### src/shared/psc_pkg.sv
// Package for the port statistics counters: offsets, limits and carriers
package psc_pkg;

	localparam int NUM_CNT = 32;
	localparam int CNT_W   = 30;
	localparam int LEN_W   = 11;
	localparam int ADDR_W  = 5;

	// Counter word layout
	localparam int OVF_BIT   = 31;
	localparam int VALID_BIT = 30;
	localparam logic [CNT_W-1:0] CNT_RESET = 30'h00000000;

	// Counter offsets
	localparam logic [4:0] OFS_RX_LOW_PRIORITY_OCTETS = 5'h00;
	localparam logic [4:0] OFS_RESERVED_COUNTER_A     = 5'h01;
	localparam logic [4:0] OFS_RX_SHORT_FRAMES        = 5'h02;
	localparam logic [4:0] OFS_RX_RUNT_BAD_FRAMES     = 5'h03;
	localparam logic [4:0] OFS_RX_LONG_GOOD_FRAMES    = 5'h04;
	localparam logic [4:0] OFS_RX_LONG_BAD_FRAMES     = 5'h05;
	localparam logic [4:0] OFS_RX_BAD_SYMBOL_FRAMES   = 5'h06;
	localparam logic [4:0] OFS_RX_CHECKSUM_FAIL       = 5'h07;
	localparam logic [4:0] OFS_RX_MISALIGNED_FRAMES   = 5'h08;
	localparam logic [4:0] OFS_RX_MAC_CONTROL_FRAMES  = 5'h09;
	localparam logic [4:0] OFS_RX_FLOW_PAUSE_FRAMES   = 5'h0A;
	localparam logic [4:0] OFS_RX_GOOD_BCAST_FRAMES   = 5'h0B;
	localparam logic [4:0] OFS_RX_GOOD_MCAST_FRAMES   = 5'h0C;
	localparam logic [4:0] OFS_RX_GOOD_UCAST_FRAMES   = 5'h0D;
	localparam logic [4:0] OFS_RX_SIZE_BIN_MIN        = 5'h0E;
	localparam logic [4:0] OFS_RX_SIZE_BIN_65_127     = 5'h0F;
	localparam logic [4:0] OFS_RX_SIZE_BIN_128_255    = 5'h10;
	localparam logic [4:0] OFS_RX_SIZE_BIN_256_511    = 5'h11;
	localparam logic [4:0] OFS_RX_SIZE_BIN_512_1023   = 5'h12;
	localparam logic [4:0] OFS_RX_SIZE_BIN_LARGEST    = 5'h13;
	localparam logic [4:0] OFS_TX_LOW_PRIORITY_OCTETS = 5'h14;
	localparam logic [4:0] OFS_RESERVED_COUNTER_B     = 5'h15;
	localparam logic [4:0] OFS_TX_LATE_COLLISIONS     = 5'h16;
	localparam logic [4:0] OFS_TX_FLOW_PAUSE_FRAMES   = 5'h17;
	localparam logic [4:0] OFS_TX_GOOD_BCAST_FRAMES   = 5'h18;
	localparam logic [4:0] OFS_TX_GOOD_MCAST_FRAMES   = 5'h19;
	localparam logic [4:0] OFS_TX_GOOD_UCAST_FRAMES   = 5'h1A;
	localparam logic [4:0] OFS_TX_DELAYED_FIRST       = 5'h1B;
	localparam logic [4:0] OFS_TX_ALL_COLLISIONS      = 5'h1C;
	localparam logic [4:0] OFS_TX_COLLISION_FAILURES  = 5'h1D;
	localparam logic [4:0] OFS_TX_ONE_COLLISION       = 5'h1E;
	localparam logic [4:0] OFS_TX_MANY_COLLISION      = 5'h1F;

	// Frame length limits in octets
	localparam logic [10:0] LEN_MIN      = 11'h040;
	localparam logic [10:0] LEN_MAX      = 11'h600;
	localparam logic [10:0] LEN_BIN_127  = 11'h07F;
	localparam logic [10:0] LEN_BIN_255  = 11'h0FF;
	localparam logic [10:0] LEN_BIN_511  = 11'h1FF;
	localparam logic [10:0] LEN_BIN_1023 = 11'h3FF;
	localparam logic [10:0] LEN_LONGEST  = 11'h77C;

	// Control frame identification
	localparam logic [15:0] ETYPE_MAC_CTRL = 16'h8808;
	localparam logic [15:0] OPCODE_PAUSE   = 16'h0001;

	// One finished receive frame, valid for one cycle
	typedef struct packed {
		logic        done;
		logic [10:0] len;
		logic        crc_ok;
		logic        sym_err;
		logic        odd_bits;
		logic        dst_bcast;
		logic        dst_mcast;
		logic        dst_pause;
		logic [15:0] etype;
		logic [15:0] opcode;
	} psc_rx_ev_t;

	// One finished transmit attempt, valid for one cycle
	typedef struct packed {
		logic        done;
		logic [10:0] len;
		logic        ok;
		logic        dst_bcast;
		logic        dst_mcast;
		logic        pause;
		logic        deferred;
		logic        excess;
		logic [4:0]  ncoll;
	} psc_tx_ev_t;

	// Collision pulses from the transmitter
	typedef struct packed {
		logic coll;
		logic late;
		logic full_duplex;
	} psc_coll_ev_t;

	// Indirect read request
	typedef struct packed {
		logic       req;
		logic [4:0] addr;
	} psc_rd_req_t;

	typedef logic [NUM_CNT-1:0][LEN_W-1:0] psc_inc_t;

	// Whole block state
	typedef struct packed {
		logic [NUM_CNT-1:0]          ovf;
		logic [NUM_CNT-1:0][CNT_W-1:0] cnt;
		logic [31:0]                 rd_data;
		logic                        rd_valid;
	} psc_state_t;

endpackage

### src/verilog/psc_counters.sv
// Port statistics counters with read-clear indirect access
`timescale 1ns/1ps

// How it works
// - Thirty per-port activity counters are kept, plus two reserved slots.
// - Bit 31 reports counter overflow.
// - Bit 30 reports count valid.
// - Bits 29-0 count, reset zero, read clears.
// - Counters reached only by indirect offsets 0x00-0x1F.
// - 0x0 adds received default octets, bad included.
// - 0x2 counts short frames with good CRC.
// - 0x3 counts short frames with errors.
// - 0x4 counts frames above 1536 bytes with good CRC.
// - 0x5 counts bad frames above 1536 bytes.
// - 0x6 counts legal-length frames with symbol error.
// - 0x7 counts whole-byte 64-1916 frames, bad CRC.
// - 0x8 counts odd-bit 64-1916 frames, bad CRC.
// - 0x9 counts received control frames, type 8808.
// - 0xA counts fully qualified received pause frames.
// - 0xB-0xD count good broadcast, non-control multicast, unicast.
// - 0xE-0x13 bin received frames of 64-1916 octets by length.
// - 0x14 adds good transmitted octets, pause included.
// - 0x16 counts collisions after 512 bit-times.
// - 0x17 counts transmitted pause frames.
// - 0x18 counts good transmitted broadcast frames.
// - 0x19-0x1F count other transmit outcomes.
module psc_counters (
	// Clock and reset
	input  wire logic                  clk,
	input  wire logic                  rst,
	// Frame events from the MAC
	input  wire psc_pkg::psc_rx_ev_t   rx_ev,
	input  wire psc_pkg::psc_tx_ev_t   tx_ev,
	input  wire psc_pkg::psc_coll_ev_t coll_ev,
	// Indirect counter read
	input  wire psc_pkg::psc_rd_req_t  rd_req,
	output logic [31:0]                rd_data,
	output logic                       rd_valid
);

	psc_pkg::psc_state_t st_r;
	psc_pkg::psc_state_t st_nxt;
	psc_pkg::psc_inc_t   inc;

	function automatic logic in_range(
		input logic [10:0] len,
		input logic [10:0] lo,
		input logic [10:0] hi
	);
		in_range = (len >= lo) && (len <= hi);
	endfunction

	function automatic logic [10:0] flag_inc(input logic f);
		flag_inc = {10'h000, f};
	endfunction

	function automatic psc_pkg::psc_inc_t classify(
		input psc_pkg::psc_rx_ev_t   rx,
		input psc_pkg::psc_tx_ev_t   tx,
		input psc_pkg::psc_coll_ev_t ce
	);
		logic        rxd;
		logic        rx_short;
		logic        rx_long;
		logic        rx_err;
		logic        rx_legal;
		logic        rx_ctrl;
		logic        rx_good;
		logic        rx_bc;
		logic        rx_mc;
		logic        txg;
		psc_pkg::psc_inc_t v;
		v        = '0;
		rxd      = rx.done;
		rx_short = rx.len < psc_pkg::LEN_MIN;
		rx_long  = rx.len > psc_pkg::LEN_MAX;
		rx_err   = !rx.crc_ok || rx.sym_err || rx.odd_bits;
		rx_legal = in_range(rx.len, psc_pkg::LEN_MIN, psc_pkg::LEN_MAX);
		rx_ctrl  = rx.etype == psc_pkg::ETYPE_MAC_CTRL;
		rx_good  = rx_legal && !rx_err;
		rx_bc    = rx_good && rx.dst_bcast;
		rx_mc    = rx_good && rx.dst_mcast && !rx.dst_bcast;
		txg      = tx.done && tx.ok;

		// Receive octets, bad frames too
		if (rxd) begin
			v[psc_pkg::OFS_RX_LOW_PRIORITY_OCTETS] = rx.len;
		end
		v[psc_pkg::OFS_RX_SHORT_FRAMES] =
			flag_inc(rxd && rx_short && rx.crc_ok);
		v[psc_pkg::OFS_RX_RUNT_BAD_FRAMES] =
			flag_inc(rxd && rx_short && rx_err);
		v[psc_pkg::OFS_RX_LONG_GOOD_FRAMES] =
			flag_inc(rxd && rx_long && rx.crc_ok);
		v[psc_pkg::OFS_RX_LONG_BAD_FRAMES] =
			flag_inc(rxd && rx_long && rx_err);
		v[psc_pkg::OFS_RX_BAD_SYMBOL_FRAMES] =
			flag_inc(rxd && rx_legal && rx.sym_err);
		v[psc_pkg::OFS_RX_CHECKSUM_FAIL] =
			flag_inc(rxd && !rx.crc_ok && !rx.odd_bits &&
				in_range(rx.len, psc_pkg::LEN_MIN,
					psc_pkg::LEN_LONGEST));
		v[psc_pkg::OFS_RX_MISALIGNED_FRAMES] =
			flag_inc(rxd && !rx.crc_ok && rx.odd_bits &&
				in_range(rx.len, psc_pkg::LEN_MIN,
					psc_pkg::LEN_LONGEST));
		v[psc_pkg::OFS_RX_MAC_CONTROL_FRAMES] =
			flag_inc(rxd && rx_ctrl);
		v[psc_pkg::OFS_RX_FLOW_PAUSE_FRAMES] =
			flag_inc(rxd && rx_ctrl && rx.dst_pause && rx.crc_ok &&
				rx.opcode == psc_pkg::OPCODE_PAUSE &&
				!rx_short);

		// Destination classes, good frames only
		v[psc_pkg::OFS_RX_GOOD_BCAST_FRAMES] =
			flag_inc(rxd && rx_bc);
		v[psc_pkg::OFS_RX_GOOD_MCAST_FRAMES] =
			flag_inc(rxd && rx_mc && !rx_ctrl);
		v[psc_pkg::OFS_RX_GOOD_UCAST_FRAMES] =
			flag_inc(rxd && rx_good && !rx.dst_bcast &&
				!rx.dst_mcast);

		// Length bins, bad frames included
		v[psc_pkg::OFS_RX_SIZE_BIN_MIN] =
			flag_inc(rxd && rx.len == psc_pkg::LEN_MIN);
		v[psc_pkg::OFS_RX_SIZE_BIN_65_127] =
			flag_inc(rxd && in_range(rx.len, psc_pkg::LEN_MIN + 11'h001,
				psc_pkg::LEN_BIN_127));
		v[psc_pkg::OFS_RX_SIZE_BIN_128_255] =
			flag_inc(rxd && in_range(rx.len,
				psc_pkg::LEN_BIN_127 + 11'h001,
				psc_pkg::LEN_BIN_255));
		v[psc_pkg::OFS_RX_SIZE_BIN_256_511] =
			flag_inc(rxd && in_range(rx.len,
				psc_pkg::LEN_BIN_255 + 11'h001,
				psc_pkg::LEN_BIN_511));
		v[psc_pkg::OFS_RX_SIZE_BIN_512_1023] =
			flag_inc(rxd && in_range(rx.len,
				psc_pkg::LEN_BIN_511 + 11'h001,
				psc_pkg::LEN_BIN_1023));
		v[psc_pkg::OFS_RX_SIZE_BIN_LARGEST] =
			flag_inc(rxd && in_range(rx.len,
				psc_pkg::LEN_BIN_1023 + 11'h001,
				psc_pkg::LEN_LONGEST));

		// Transmit side
		if (txg) begin
			v[psc_pkg::OFS_TX_LOW_PRIORITY_OCTETS] = tx.len;
		end
		v[psc_pkg::OFS_TX_LATE_COLLISIONS] =
			flag_inc(ce.late);
		v[psc_pkg::OFS_TX_FLOW_PAUSE_FRAMES] =
			flag_inc(txg && tx.pause);
		v[psc_pkg::OFS_TX_GOOD_BCAST_FRAMES] =
			flag_inc(txg && tx.dst_bcast);
		v[psc_pkg::OFS_TX_GOOD_MCAST_FRAMES] =
			flag_inc(txg && tx.dst_mcast && !tx.dst_bcast);
		v[psc_pkg::OFS_TX_GOOD_UCAST_FRAMES] =
			flag_inc(txg && !tx.dst_mcast && !tx.dst_bcast);
		v[psc_pkg::OFS_TX_DELAYED_FIRST] =
			flag_inc(tx.done && tx.deferred);
		v[psc_pkg::OFS_TX_ALL_COLLISIONS] =
			flag_inc(ce.coll && !ce.full_duplex);
		v[psc_pkg::OFS_TX_COLLISION_FAILURES] =
			flag_inc(tx.done && tx.excess);
		v[psc_pkg::OFS_TX_ONE_COLLISION] =
			flag_inc(txg && tx.ncoll == 5'h01);
		v[psc_pkg::OFS_TX_MANY_COLLISION] =
			flag_inc(txg && tx.ncoll > 5'h01);

		// Reserved slots never count
		v[psc_pkg::OFS_RESERVED_COUNTER_A] = '0;
		v[psc_pkg::OFS_RESERVED_COUNTER_B] = '0;
		classify = v;
	endfunction

	function automatic logic is_reserved(input logic [4:0] a);
		is_reserved = (a == psc_pkg::OFS_RESERVED_COUNTER_A) ||
			(a == psc_pkg::OFS_RESERVED_COUNTER_B);
	endfunction

	assign inc = classify(rx_ev, tx_ev, coll_ev);

	always_comb begin
		logic [30:0] sum;
		logic        hit;
		sum    = '0;
		hit    = 1'b0;
		st_nxt = st_r;
		st_nxt.rd_valid = rd_req.req;
		if (rd_req.req) begin
			// Snapshot before clearing; reserved slots read as zero
			if (is_reserved(rd_req.addr)) begin
				st_nxt.rd_data = 32'h00000000;
			end else begin
				st_nxt.rd_data = {st_r.ovf[rd_req.addr],
					1'b1,
					st_r.cnt[rd_req.addr]};
			end
		end
		for (int i = 0; i < psc_pkg::NUM_CNT; i++) begin
			hit = rd_req.req && (rd_req.addr == 5'(i));
			if (hit) begin
				// Read clears, an event in the same cycle is kept
				st_nxt.cnt[i] = 30'(inc[i]);
				st_nxt.ovf[i] = 1'b0;
			end else begin
				sum = {1'b0, st_r.cnt[i]} + 31'(inc[i]);
				st_nxt.cnt[i] = sum[29:0];
				st_nxt.ovf[i] = st_r.ovf[i] | sum[30];
			end
		end
	end

	always_ff @(posedge clk) begin
		if (rst) begin
			st_r.ovf      <= '0;
			st_r.cnt      <= {psc_pkg::NUM_CNT{psc_pkg::CNT_RESET}};
			st_r.rd_data  <= 32'h00000000;
			st_r.rd_valid <= 1'b0;
		end else begin
			st_r <= st_nxt;
		end
	end

	assign rd_data  = st_r.rd_data;
	assign rd_valid = st_r.rd_valid;

endmodule

### config.mk
export PLATFORM = sky130hd
export DESIGN_NAME = psc_counters
export DESIGN_NICKNAME = d
export VERILOG_FILES = /design/src/shared/psc_pkg.sv /design/src/verilog/psc_counters.sv
export SDC_FILE = /design/constraint.sdc
export NUM_CORES = 2
export LEC_CHECK = 0
export BUFFER_PORTS_ARGS = -buffer_cell sky130_fd_sc_hd__clkbuf_2
export CORE_MARGIN = 2
export CORE_UTILIZATION = 59
export DETAILED_ROUTE_END_ITERATION = 10
export PLACE_DENSITY = 0.84
export SYNTH_ARGS = -nofsm -noshare
export SYNTH_HDL_FRONTEND = slang
export SYNTH_SLANG_ARGS = --single-unit
### constraint.sdc
create_clock -name clk -period 5.4 [get_ports clk]
set_clock_uncertainty 0.2 [all_clocks]
set_input_delay 1.08 -clock clk [delete_from_list [all_inputs] [get_ports clk]]
set_output_delay 1.08 -clock clk [all_outputs]
set_load 0.05 [all_outputs]
# After elaboration in Yosys (flattened, before gate mapping)
# Cells that the tools add are included.
[totals] reg_bits=963 in_bits=84 output_inout_bits=33 wordCells=367
[classes] n_addsub=30 order_cmp=16 eq_ne=35 n_mux=37 bitwise=30 n_reduce_logical=127
[op_table] operator="$add 30x1->31" count=28
[op_table] operator="$bmux 30 s5" count=1
[op_table] operator="$logic_and 1x1->1" count=83
[op_table] operator="$eq 5x5->1 const B" count=16
[op_table] operator="$add 30x11->31" count=2
[op_table] operator="$reduce_or 2->1" count=30
[op_table] operator="$mux 11" count=4
[op_table] operator="$eq 5x4->1 const B" count=8
[op_table] operator="$mux 32" count=1
[op_table] operator="$mux 30" count=1
[op_table] operator="$or 1x1->1" count=30
[op_table] operator="$mux 1" count=29
[op_table] operator="$ge 11x7->1 const B" count=2
[op_table] operator="$le 11x11->1 const B" count=2
[op_table] operator="$eq 5x3->1 const B" count=4
[op_table] operator="$eq 16x1->1 const B" count=1
[op_table] operator="$eq 16x16->1 const B" count=1
[op_table] operator="$eq 11x7->1 const B" count=1
[op_table] operator="$ge 11x10->1 const B" count=1
[op_table] operator="$ge 11x11->1 const B" count=1
[op_table] operator="$ge 11x8->1 const B" count=1
[op_table] operator="$ge 11x9->1 const B" count=1
[op_table] operator="$gt 11x11->1 const B" count=1
[op_table] operator="$le 11x10->1 const B" count=1
[op_table] operator="12 further kinds" count=25

# Logic depth before layout (Yosys ltp)
[depth] word_depth=11 depth_mapped=13 depth_no_buf=13

# Worst setup path before layout
# OpenSTA, ideal clock, no wires.
[synth_path] path_type="input to register" start="input port rx_ev[40] in the netlist's numbering" end="register st_r[481] in the netlist's numbering" setup_ns=0.070 arrival_ns=3.542 required_time_ns=5.130 setup_slack_ns=1.587 path_stages=11 n_path_buf=1 cell_sequence="nor4_1 -> nand2_1 -> nor2_1 -> ha_1 -> ha_1 -> and3_1 -> buf_2 -> nand4_4 -> or4_4 -> or3_1 -> a21oi_1"
[synth_between] elab_chain_len=3
[synth_lines] item="start: declaration" line_no="psc_counters.sv:32" text="input wire psc_pkg::psc_rx_ev_t rx_ev,"
[synth_lines] item="$eq 11x7->1" line_no="psc_counters.sv:125" text="flag_inc(rxd && rx.len == psc_pkg::LEN_MIN);"
[synth_lines] item="$logic_and 1x1->1" line_no="psc_counters.sv:125"
[synth_lines] item="$add 30x1->31" line_no="psc_counters.sv:208" text="sum = {1'b0, st_r.cnt[i]} + 31'(inc[i]);"
[synth_lines] item="end signal: assignment" line_no="psc_counters.sv:222" text="st_r <= st_nxt;"
[synth_lines] item="end: declaration" line_no="psc_counters.sv:41" text="psc_pkg::psc_state_t st_r;"
# No other way between the ends.
# A chain may end at the register's enable or synchronous reset.

# Worst setup path in the final report
[layout_path] start="input port rx_ev[40] in the netlist's numbering" end="register st_r[445] in the netlist's numbering"
[layout_between] elab_chain_len=7 word_cells_on_any_way=8 cone_classes="add/sub: 1; order compare: 2; reduce/logical: 5"
[layout_lines] item="$ge 11x7->1 or $le 11x11->1 (tied branches)" line_no="psc_counters.sv:50" text="in_range = (len >= lo) && (len <= hi);"
[layout_lines] item="$logic_and 1x1->1 (*)" line_no="psc_counters.sv:50"
[layout_lines] item="$logic_and 1x1->1 (*)" line_no="psc_counters.sv:80" text="rx_good = rx_legal && !rx_err;"
[layout_lines] item="$logic_and 1x1->1 (*) (3 in a row)" line_no="psc_counters.sv:120" text="flag_inc(rxd && rx_good && !rx.dst_bcast &&"
[layout_lines] item="$add 30x1->31 (*)" line_no="psc_counters.sv:208"
# Mark *: on every way between the ends. The rest lies on a longest branch, timed or not.

==> PnR_summary.wiki <==
{| class="wikitable"
! Metric !! Value
|-
| Pin count of the biggest net entering global routing || 64
|-
| Detailed Route WL || approximately 150 mm
|-
| Buffering stage count on the worst path with inverters included || 1
|-
| Leakage power || 19.5 nW
|-
| Number of endpoints failing setup at the final stage || 0
|-
| Number of cells in the design after placement || 6700
|-
| Endpoint of the worst hold-timing path || st_r[996]
|-
| Die ar. || 0.0869 mm2
|-
| DRC violations left || 0
|-
| Max-capacitance violation count || 0
|-
| Routed len/inst || approximately 22 um
|-
| Most common cell type on the critical path || nor4_1
|-
| Critical path cell sequence || clkbuf_2 > nor4_1 > a31oi_1 > nor4_1 > ha_1 > ha_1 > nand2_1 > or2_2 > nor4_1 > xnor2_1 > nor2_1
|-
| Detail Placement HPWL || ~110 mm
|-
| Final #Nets || 5831
|-
| Area of the mapped netlist || about 0.050 mm2
|-
| Avg Cell Area, Syn || roughly 8.8 um2
|-
| Cell at the slowest stage of the critical path || nor4_1
|-
| Number of detailed-routing iterations run before antenna repair || 8
|-
| Count of different cell masters after synthesis || a little under 90
|-
| Startpoint of the tightest hold check path || st_r[996]
|-
| X dimension of the die || 295 um
|-
| CTS max path bufs || 3
|-
| Core Footprint || 0.0837 mm2
|-
| Quantity of hold-fixing buffers added after cts || 0
|-
| RSZ-0062 raised after global routing || no
|-
| Area added between synthesis and finish || 9.07%
|-
| Final antenna-violating net count || 0
|-
| Number of vias after detailed routing || 44293
|-
| Primary flip-flop cell chosen by synthesis mapping || dfxtp_1
|-
| Area of combinational cells with multiple inputs || 0.0289 mm2
|-
| Number of hold violations in the final report || 0
|-
| Status || complete, no violations
|-
| Post-synth EDFFs || 0
|-
| Achievable clock frequency || 0.232 GHz
|-
| Max FO, Critical Path || 6
|-
| Worst Path Required || around 5.8 ns
|-
| Inserted Clock Buffers || 99
|-
| Final Max Slew Viols || 0
|-
| First element of the critical path || rx_ev[40]
|-
| Number of gates given a new drive strength after cts || 0
|-
| Worst IR Drop VDD || 0.315 mV
|-
| Number of global-route vias before repair || around 41000
|-
| Endpoint of the lowest-slack register-to-register path || st_r[655]
|-
| Number of warnings printed during yosys synthesis || 0
|-
| Filler instances || 6495
|-
| Post-Synthesis Net Count || just under 6000
|-
| Fraction of layout cells with a size suffix above 1 || 0.100
|-
| Share of the core filled with cells in the final layout || 0.650
|-
| Total gr overflow || 0
|-
| Ports || 117
|-
| Critical Path Start Type || primary input
|-
| Wire length of the first global-routing pass || 237 mm
|-
| Critical path class || in -> reg
|-
| Share of synthesized flip-flops with an asynchronous set or reset || 0
|-
| Sort of element at the end of the critical path || register
|-
| Total of buffers placed on input and output ports || between 100 and 150
|-
| Initial cell density of the core || 0.596
|-
| Aggregate global-route resource usage || 0.351
|-
| Worst slew pin tran || 1.28 ns
|-
| GP Congestion || 1.01
|-
| Clk slew on worst S/H paths || ~0.060 ns
|-
| Source of the worst register-to-register timing path || st_r[638]
|-
| Post-detailed-route via-to-cell ratio || 6.44
|-
| Class of the tightest hold or removal check || reg -> reg
|-
| Area taken by flip-flops and latches || around 0.019 mm2
|-
| Post-synthesis sequential area ratio || 0.386
|-
| Drt initial violations || slightly below 6000
|-
| Register bit total from synthesis || about 960
|-
| Relative max-transition margin || 0.145
|-
| Non-filler instance count after layout || 6881
|-
| Number of cells on the worst reg-to-reg path || 7
|-
| CTS HTree Levels || 3
|-
| Stage delay of the slowest cell on the critical path || 0.78 ns
|-
| Pwr/cell area || roughly 280 mW/mm2
|-
| Depth of the worst hold-timing path || 2
|-
| Overall die height || about 300 um
|-
| Clk_lat worst skew || about 0.7 ns
|-
| Share of the clock period used by the worst path || 0.798
|-
| CP top delay family || simple AND/OR/NAND/NOR gates
|-
| Setup Fix Bufs, Post-CTS || 0
|-
| Minimum clock period || 4.31 ns
|-
| Register-to-register setup slack || about 2.6 ns
|-
| CTS Sinks || 963
|-
| Setup Total Neg Slack || 0 ns
|-
| Rows || 106
|-
| Root Buffer || clkbuf_16
|-
| Number of antenna violations at the first check in global routing || 4
|-
| Cell count after synthesis || between 5000 and 6000
|-
| CTS tree || built
|-
| WP data arrival || ~4.7 ns
|}
[flip-flops by register name, indices dropped and copies added (netlist names)]
name      count
rd_data      32
st_r        930
rd_valid      1
[worst max path at each step]
stage | cells past startpoint | endpoint
3_3_place_gp | 11 | st_r[445]
3_5_place_dp | 11 | st_r[445]
2_1_floorplan | 11 | st_r[481]
6_report | 11 | st_r[445]
5_1_grt | 11 | st_r[445]
4_1_cts | 11 | st_r[445]
[layer usage]
| metal | routed length (um) | share of wire | vias to the layer above | track usage |
|---|---|---|---|---|
| li1 | - | - | 19945 | - |
| met1 | 57600 | 0.37 | 21024 | 0.452 |
| met2 | 65500 | 0.42 | 2713 | 0.517 |
| met3 | 20100 | 0.13 | 607 | 0.0997 |
| met4 | 11200 | 0.072 | 4 | 0.222 |
| met5 | 25 | 0.00016 | - | 0 |
[area by class of cell]
class | count | area share
Multi-Input combinational cell | 4318 | 0.530
Timing Repair Buffer | 183 | 0.0213
Antenna cell | 2 | 0.0000920
Tap cell | 1134 | 0.0261
Inverter | 102 | 0.00704
Sequential cell | 963 | 0.354
Clock buffer | 143 | 0.0530
Clock inverter | 36 | 0.00798
[cells in the final DEF (no fill, tap or decap), drive strengths merged, types with 44 or more instances in the layout]
master / instances
dfxtp: 963
nor2: 953
nand2: 446
xor2: 432
nand3: 334
xnor2: 272
clkbuf: 254
a21oi: 226
o21ai: 195
nand4: 178
mux4: 167
and3: 153
or3: 125
mux2i: 110
and4: 106
inv: 106
nor3: 95
ha: 78
buf: 72
and2: 44
[worst reg2reg max path: cells and delay by family (launching register included)]
family | cells | cell delay (ns)
AOI/OAI and AO/OA | 3 | 1.07
DFF | 1 | 0.38
and+or+nand+nor | 3 | 0.70
adders and majority gates | 1 | 0.40
[metrics by stage]
step / total power [mW] / setup slack (ns) / hold slack (ns) / cell area [um2]
3_3_place_gp: 8.16 / 0.570 / 0.235 / 51100
6_report: 15.1 / 1.09 / 0.261 / 54400
4_1_cts: 15.1 / 1.21 / 0.261 / 54400
2_1_floorplan: 7.91 / 1.59 / 0.217 / 49900
3_5_place_dp: 8.17 / 0.516 / 0.248 / 51100
5_1_grt: 15.5 / 0.864 / 0.292 / 54400
[cell usage after synthesis (9+ instances only)]
cell,instances,share of area
dfxtp_1,963,0.39
nor2_1,952,0.072
nand2_1,446,0.034
xor2_1,432,0.076
nand3_1,334,0.034
xnor2_1,272,0.048
a21oi_1,226,0.023
o21ai_0,194,0.019
nand4_1,174,0.022
clkbuf_1,172,0.013
mux4_2,166,0.075
and3_1,153,0.019
or3_1,125,0.016
mux2i_1,110,0.022
and4_1,104,0.018
inv_1,101,0.0076
nor3_1,92,0.0092
ha_1,78,0.020
buf_2,54,0.0054
buf_4,51,0.0077
and2_1,42,0.0053
nor2b_1,40,0.0050
nand2b_1,33,0.0041
nor4_1,27,0.0034
a31oi_1,26,0.0033
o211ai_1,26,0.0039
a221oi_1,22,0.0039
or2_2,21,0.0026
a22oi_1,20,0.0030
a211oi_1,18,0.0027
mux2_2,15,0.0034
o22ai_1,15,0.0019
buf_1,11,0.00083
or4_1,11,0.0017
a21o_1,9,0.0014
a32o_1,9,0.0018
[power by group]
| group | switching [mW] | leakage [nW] | total [mW] | internal [mW] |
|---|---|---|---|---|
| combinational | 0.601 | 10.0 | 0.861 | 0.260 |
| sequential | 0.0465 | 7.76 | 7.19 | 7.15 |
| clock | 3.00 | 1.64 | 7.09 | 4.10 |
[logic make-up after synthesis]
family / count (synthesis) / synth area share
DFF: 963 / 0.386
and+or+nand+nor: 2599 / 0.254
adders and majority gates: 80 / 0.0204
xor gates and xnor gates: 704 / 0.124
AOI/OAI and AO/OA: 643 / 0.0783
buffers and inverters: 397 / 0.0360
muxes: 292 / 0.101
(Power assumes the default switching activity.)
